## src/hcfr_pkg.sv

```systemverilog
package hcfr_pkg;
	// Register byte addresses on the host command bus
	localparam logic [7:0] HCFR_ADDR_COMP = 8'h18;
	localparam logic [7:0] HCFR_ADDR_BEMF = 8'h19;
	localparam logic [7:0] HCFR_ADDR_FBCTL = 8'h1a;
	// Reset values
	localparam logic [7:0] HCFR_RST_COMP = 8'h0d;
	localparam logic [7:0] HCFR_RST_BEMF = 8'h6d;
	localparam logic [7:0] HCFR_RST_FBCTL = 8'h36;
	localparam logic [7:0] HCFR_UNMAPPED_DATA = 8'h00;
	// Feedback control field positions
	localparam int HCFR_FB_TYPE_BIT = 7;
	localparam int HCFR_FB_BRAKE_MSB = 6;
	localparam int HCFR_FB_BRAKE_LSB = 4;
	localparam int HCFR_FB_LOOP_MSB = 3;
	localparam int HCFR_FB_LOOP_LSB = 2;
	localparam int HCFR_FB_AMP_MSB = 1;
	localparam int HCFR_FB_AMP_LSB = 0;
	// Scaling constants
	localparam logic [8:0] HCFR_FULL_SCALE = 9'h0ff;
	localparam logic [31:0] HCFR_BEMF_REF_MV = 32'h0000_04c4;
	localparam logic [31:0] HCFR_FB_GAIN_NUM = 32'h0000_ffff;
	// Back-EMF amplifier gain in hundredths, per code, per actuator type
	localparam logic [9:0] HCFR_ROT_GAIN_X100 [4] = '{10'h021, 10'h064, 10'h0b4, 10'h190};
	localparam logic [9:0] HCFR_LIN_GAIN_X100 [4] = '{10'h0c8, 10'h190, 10'h320, 10'h3e8};
	// Brake-to-drive gain multiplier per code, zero means braking off
	localparam logic [4:0] HCFR_BRAKE_MULT [8] = '{5'h01, 5'h02, 5'h03, 5'h04, 5'h06, 5'h08, 5'h10, 5'h00};
endpackage

```

## src/hcfr_regs.sv

```systemverilog
`timescale 1ns/10ps

// Register map as seen from the host command engine:
//   compensation result, full byte, read/write
//   back-EMF result, full byte, read/write
//   feedback control: type bit, brake ratio, loop gain, amplifier gain
// Any other address reads as zero and swallows writes without effect.
//
// Bus timing:
//   a write strobe lands in its register on the edge that samples it
//   a read strobe latches the read data on the edge that samples it
//   read data then holds until the next read strobe, so a slow host
//   engine may pick it up at leisure
//   a read right after a write returns the freshly written value
//
// Calibration handshake:
//   the calibration engine pulses its done flag for one cycle with the
//   compensation value, the back-EMF value and the amplifier gain code
//   all three are taken together on that edge
//   on the result registers calibration beats a host write of the same
//   cycle, since a finished run must never be silently discarded
//   on the control register a host write beats the gain update, so the
//   host keeps the last word on the operating mode it selected
//
// Derived outputs:
//   every derived value is worked out from the registers and the live
//   inputs in one combinational cloud and registered once
//   the dividers are deep; registering keeps them off the output paths
//   at the cost of one cycle of lag behind any change of cause
//   compensation scales the drive gain only while playback runs, so an
//   idle engine sees the raw gain it was handed
//   the back-EMF level is reported in millivolts, rounded down
//   the drive feedback gain falls as the back-EMF result rises; a zero
//   result would divide by zero, so it saturates to full scale instead
//   the feedback gains read zero whenever the loop is open
//   the brake feedback gain is the drive feedback gain times the
//   multiplier that the ratio code selects; the top code turns braking off
//
// Limitations:
//   the back-EMF result goes stale after any change of rated voltage;
//   only a new calibration run refreshes it
//   the type and ratio fields are best set before calibration starts,
//   since calibration picks its amplifier gain for the selected type
//   the loop gain field is stored and mirrored only; no logic here uses it
//
// Reset:
//   asynchronous, active low; all registers take their documented values
//   and the mirrored field outputs take the fields of the control reset
module hcfr_regs
	import hcfr_pkg::*;
(
	input wire logic core_clk_i,
	input wire logic rst_n_i,
	input wire logic [7:0] reg_addr_i,
	input wire logic reg_wr_en_i,
	input wire logic [7:0] reg_wdata_i,
	input wire logic reg_rd_en_i,
	output logic [7:0] reg_rdata_o,
	input wire logic cal_done_i,
	input wire logic [7:0] cal_comp_value_i,
	input wire logic [7:0] cal_bemf_value_i,
	input wire logic [1:0] cal_amp_gain_i,
	input wire logic playback_active_i,
	input wire logic closed_loop_i,
	input wire logic [7:0] drive_gain_i,
	output logic [8:0] comp_drive_gain_o,
	output logic [15:0] back_emf_mv_o,
	output logic [15:0] drive_feedback_gain_o,
	output logic [19:0] brake_feedback_gain_o,
	output logic actuator_type_o,
	output logic [2:0] brake_gain_ratio_o,
	output logic [1:0] loop_gain_o,
	output logic [1:0] back_emf_amp_gain_o
);
	logic [7:0] comp_reg;
	logic [7:0] bemf_reg;
	logic [7:0] fbctl_reg;
	logic [8:0] comp_drive_next;
	logic [15:0] bemf_mv_next;
	logic [15:0] fb_gain_next;
	logic [19:0] brake_gain_next;

	// Scale a value by (255 + coef) / 255, i.e. by 1 + coef/255
	function automatic logic [8:0] hcfr_comp_scale(input logic [7:0] value, input logic [7:0] coef);
		logic [16:0] prod;
		prod = 17'(value) * 17'({1'b0, coef} + HCFR_FULL_SCALE);
		return 9'(prod / 17'(HCFR_FULL_SCALE));
	endfunction

	// Amplifier gain in hundredths for the selected actuator type
	function automatic logic [9:0] hcfr_amp_gain(input logic linear, input logic [1:0] code);
		return linear ? HCFR_LIN_GAIN_X100[code] : HCFR_ROT_GAIN_X100[code];
	endfunction

	// Host write strobe aimed at one register address
	function automatic logic hcfr_wr_hit(input logic wr, input logic [7:0] addr, input logic [7:0] target);
		return wr && (addr == target);
	endfunction

	// Compensation result: calibration completion wins over a same-cycle host write
	always_ff @(posedge core_clk_i or negedge rst_n_i) begin
		if (!rst_n_i) begin
			comp_reg <= HCFR_RST_COMP;
		end else if (cal_done_i) begin
			comp_reg <= cal_comp_value_i;
		end else if (hcfr_wr_hit(reg_wr_en_i, reg_addr_i, HCFR_ADDR_COMP)) begin
			comp_reg <= reg_wdata_i;
		end
	end

	// Back-EMF result; stale after a rated voltage change until recalibrated
	always_ff @(posedge core_clk_i or negedge rst_n_i) begin
		if (!rst_n_i) begin
			bemf_reg <= HCFR_RST_BEMF;
		end else if (cal_done_i) begin
			bemf_reg <= cal_bemf_value_i;
		end else if (hcfr_wr_hit(reg_wr_en_i, reg_addr_i, HCFR_ADDR_BEMF)) begin
			bemf_reg <= reg_wdata_i;
		end
	end

	// Feedback control; calibration also fills in the amplifier gain field
	always_ff @(posedge core_clk_i or negedge rst_n_i) begin
		if (!rst_n_i) begin
			fbctl_reg <= HCFR_RST_FBCTL;
		end else if (hcfr_wr_hit(reg_wr_en_i, reg_addr_i, HCFR_ADDR_FBCTL)) begin
			fbctl_reg <= reg_wdata_i;
		end else if (cal_done_i) begin
			fbctl_reg[HCFR_FB_AMP_MSB:HCFR_FB_AMP_LSB] <= cal_amp_gain_i;
		end
	end

	// Read port; unmapped addresses return zero
	always_ff @(posedge core_clk_i or negedge rst_n_i) begin
		if (!rst_n_i) begin
			reg_rdata_o <= HCFR_UNMAPPED_DATA;
		end else if (reg_rd_en_i) begin
			unique case (reg_addr_i)
				HCFR_ADDR_COMP: reg_rdata_o <= comp_reg;
				HCFR_ADDR_BEMF: reg_rdata_o <= bemf_reg;
				HCFR_ADDR_FBCTL: reg_rdata_o <= fbctl_reg;
				default: reg_rdata_o <= HCFR_UNMAPPED_DATA;
			endcase
		end
	end

	// Derived gains; the dividers are deep, so results are registered once
	always_comb begin
		logic [31:0] num;
		logic [31:0] den;
		logic [31:0] fb_raw;
		num = 32'h0;
		den = 32'h0;
		fb_raw = 32'h0;
		// Compensation applies only while playing, raw gain passes otherwise
		comp_drive_next = playback_active_i ? hcfr_comp_scale(drive_gain_i, comp_reg) : 9'(drive_gain_i);
		// mV = value * 1220 * 100 / (255 * gain_x100)
		num = 32'(bemf_reg) * HCFR_BEMF_REF_MV * 32'd100;
		den = 32'(HCFR_FULL_SCALE) * 32'(hcfr_amp_gain(fbctl_reg[HCFR_FB_TYPE_BIT],
			fbctl_reg[HCFR_FB_AMP_MSB:HCFR_FB_AMP_LSB]));
		bemf_mv_next = 16'(num / den);
		// Larger back-EMF needs less loop gain; a zero result saturates
		fb_raw = (bemf_reg == 8'h00) ? HCFR_FB_GAIN_NUM : HCFR_FB_GAIN_NUM / 32'(bemf_reg);
		fb_gain_next = closed_loop_i ? 16'(fb_raw) : 16'h0000;
		brake_gain_next = 20'(fb_gain_next) * 20'(HCFR_BRAKE_MULT[fbctl_reg[HCFR_FB_BRAKE_MSB:HCFR_FB_BRAKE_LSB]]);
	end

	// Output registers
	always_ff @(posedge core_clk_i or negedge rst_n_i) begin
		if (!rst_n_i) begin
			comp_drive_gain_o <= 9'h000;
			back_emf_mv_o <= 16'h0000;
			drive_feedback_gain_o <= 16'h0000;
			brake_feedback_gain_o <= 20'h00000;
		end else begin
			comp_drive_gain_o <= comp_drive_next;
			back_emf_mv_o <= bemf_mv_next;
			drive_feedback_gain_o <= fb_gain_next;
			brake_feedback_gain_o <= brake_gain_next;
		end
	end

	// Field outputs mirror the control register one cycle later
	always_ff @(posedge core_clk_i or negedge rst_n_i) begin
		if (!rst_n_i) begin
			actuator_type_o <= HCFR_RST_FBCTL[HCFR_FB_TYPE_BIT];
			brake_gain_ratio_o <= HCFR_RST_FBCTL[HCFR_FB_BRAKE_MSB:HCFR_FB_BRAKE_LSB];
			loop_gain_o <= HCFR_RST_FBCTL[HCFR_FB_LOOP_MSB:HCFR_FB_LOOP_LSB];
			back_emf_amp_gain_o <= HCFR_RST_FBCTL[HCFR_FB_AMP_MSB:HCFR_FB_AMP_LSB];
		end else begin
			actuator_type_o <= fbctl_reg[HCFR_FB_TYPE_BIT];
			brake_gain_ratio_o <= fbctl_reg[HCFR_FB_BRAKE_MSB:HCFR_FB_BRAKE_LSB];
			loop_gain_o <= fbctl_reg[HCFR_FB_LOOP_MSB:HCFR_FB_LOOP_LSB];
			back_emf_amp_gain_o <= fbctl_reg[HCFR_FB_AMP_MSB:HCFR_FB_AMP_LSB];
		end
	end
endmodule

```

## config.mk

```make
export PLATFORM = sky130hd
export DESIGN_NAME = hcfr_regs
export DESIGN_NICKNAME = d
export VERILOG_FILES = /design/src/hcfr_pkg.sv /design/src/hcfr_regs.sv
export SDC_FILE = /design/constraint.sdc
export NUM_CORES = 1
export LEC_CHECK = 0
export BUFFER_PORTS_ARGS = -buffer_cell sky130_fd_sc_hd__buf_2
export CORE_MARGIN = 2
export CORE_UTILIZATION = 35
export DETAILED_ROUTE_END_ITERATION = 12
export GPL_ROUTABILITY_DRIVEN = 0
export HOLD_SLACK_MARGIN = 0.12
export PLACE_DENSITY = 0.56
export SLEW_MARGIN = 15
export SYNTH_ARGS = -nofsm -noshare
export SYNTH_HDL_FRONTEND = slang
export SYNTH_SLANG_ARGS = --single-unit
```

## constraint.sdc

```tcl
create_clock -name core_clk_i -period 311.3 [get_ports core_clk_i]
set_clock_uncertainty 0.2 [all_clocks]
set_input_delay 31.13 -clock core_clk_i [delete_from_list [all_inputs] [get_ports core_clk_i]]
set_output_delay 31.13 -clock core_clk_i [all_outputs]
set_load 0.02 [all_outputs]
```

==> impl_metrics.tcl <==
set metrics [dict create \
    hold_viol 0 \
    critical_path_class "reg -> reg" \
    layout_commonest_cell "ha_1" \
    multi_input_area_sq_um 51300 \
    final_cell_mix "ha_1 (818), nor2_1 (684), nand2_1 (675)" \
    maxSlewViolCount 0 \
    synth_top_family_by_area "compound AO/OA/AOI/OAI gates" \
    drt-initial-drc-count 3553 \
    synth_warnings 0 \
    gr-usage-met3 0.0290 \
    path_common_cell "o21a_1" \
    finalWorstSetupSlack_ps 190160 \
    yosys.area_share.simple 0.263 \
    grt_start_max_net_pins 63 \
    ctsHtreeMaxLevel 3 \
    nets 8629 \
    synth-edff-count 0 \
    row_count 147 \
    use_met2 0.351 \
    largest_reg_flops 20 \
    start_kind "flip-flop" \
    grt_pass1_vias 54200 \
    clkSlewWorstSetupHoldPaths_ps 110 \
    n_fill_cell 16800 \
    slew_headroom 0.171 \
    reg2reg_depth 603 \
    cp_max_fo 39 \
    clock_latency_ps 470 \
    crit_slowest_cell "clkinv_1" \
    hp-class "reg -> reg" \
    post_dp_cell_area_sq_um 58900 \
    top_regs "brake_feedback_gain_o (20), back_emf_mv_o (16), drive_feedback_gain_o (16)" \
    finalSetupTns_ps 0 \
    syn_inst 7655 \
    min_delay_path_depth 0 \
    grt_overflow 0 \
    dominantRegCellSynth "dfrtp_1" \
    globalRoute.busiestLayer "met2" \
    start_util 0.351 \
    met1_usage 0.295 \
    dieHeight_microns 405 \
    slowest_delay_ps 840 \
    coreArea_sq_um 160000 \
    status "finished, final reports clean" \
    synth-async-reset-ratio 1.00 \
    portBuffers 125 \
    drc 0 \
    worst_pin_slew_ps 1240 \
    dieArea_sq_um 164000 \
    ctsRootBufferMaster "clkbuf_16" \
    synthAdderAreaFrac 0.227 \
    die_width_microns 405 \
    post-cts-setup-buffers 0 \
    stdcell_area_sq_um 59300 \
    io-pin-count 126 \
    drtAntennaViolNets 0 \
    endpoint_kind "flip-flop" \
    cts.sinks 101 \
    wirelength_microns 180000 \
    fmax_ghz 0.00825 \
    grt_usage 0.213 \
    setup_viol 0 \
    via_per_inst 5.90 \
    synthMuxAreaShare 0.0538 \
    syn_area_per_cell_sq_um 7.34 \
    ctsHoldBuffers 0 \
    ys_types 159 \
    grt_antenna_before_repair 11 \
    timing.final.crit_share 0.389 \
    regArea_sq_um 2550 \
    top_register "brake_feedback_gain_o" \
    grt_pass1_wl_microns 289000 \
    synth-xor-area-share 0.0766 \
    vias 57400 \
    period_minus_slack_ps 121140 \
    grt_setup_unrepaired "no" \
    cts_buffers 9 \
    drv_cap 0 \
    post-place-ws_ps 191400 \
    ys_ff_latch 101 \
    hpwl_microns 144000 \
    avgRoutedWirePerCell_microns 18.5 \
    area_delta_synth_final_pct 5.45 \
    first_pass_iters 5 \
    synth_compound_area_frac 0.290 \
    seq_area_frac_synth 0.0453 \
    required_ps 311450 \
    netlist_area_sq_um 56200 \
    drive_gt1_frac 0.0882 \
    post_cts_resized 0 \
    clockBufferDepth 2 \
    cp.arrival_ps 121290 \
    cts_tree "yes" \
]
area by class of cell:
type,count,area share
antenna,1,0.0000422
sequential,101,0.0430
clock inverter,7,0.00165
multi-input combinational,6966,0.865
timing repair buffer,193,0.0193
inverter,366,0.0232
clock buffer,9,0.00380
tap,2086,0.0440
synthesized netlist by cell type (all sizes together) (103+ instances only):
master  number  area share
nand2      683       0.046
o21ai      390       0.035
nor2       694       0.047
nand3      163       0.015
nor3       463       0.044
xnor2      307       0.048
inv        363       0.024
and2       103       0.011
mux2       178       0.036
o21a       398       0.053
xor2       177       0.028
fa         124       0.044
a21oi      507       0.046
a21o       173       0.023
clkbuf     123      0.0083
o31ai      156       0.021
nand2b     129       0.014
nor2b      126       0.014
ha         819        0.18
per-stage QoR:
step,utilization,instances,hold slack [ps]
floorplan,-,7658,159
global placement,0.368,9712,173
detailed placement,0.368,9712,174
CTS,0.370,9728,189
global route,0.370,9729,195
finish,0.370,9729,191
cell families (layout without fill, tap and decap cells):
kind of cell,Yosys count,count (layout)
adders and majority gates,946,946
xor gates and xnor gates,486,486
and+or+nand+nor,2912,2912
muxes,275,275
other,1,5
AOI/OAI and AO/OA,2343,2343
buffers and inverters,591,575
DFF,101,101
critical path, delay by kind of cell (launching register included):
family | cells | cell delay [ps]
xor gates and xnor gates | 1 | 180
and+or+nand+nor | 126 | 21540
DFF | 1 | 700
buffers and inverters | 52 | 8900
adders and majority gates | 36 | 11700
AOI/OAI and AO/OA | 385 | 76790
muxes | 3 | 880
final timing paths:
check,start,slack [ps],to
max reg2reg,fbctl_reg[1],190160,back_emf_mv_o[0]
min reg2reg,fbctl_reg[2],190,loop_gain_o[0]
max,fbctl_reg[1],190160,back_emf_mv_o[0]
max in group asynchronous,rst_n_i,279070,brake_feedback_gain_o[15]
min,fbctl_reg[2],190,loop_gain_o[0]
min in group asynchronous,rst_n_i,30440,back_emf_mv_o[15]
per-layer routing:
metal	wire length, microns	vias to the layer above
met5	81	-
met4	3170	10
met3	9850	198
met2	81400	1408
met1	85700	27300
li1	-	28500
Power is left out: the tool's default activity adds up to more than one toggle a clock period on the data nets, which glitch-free logic cannot reach.
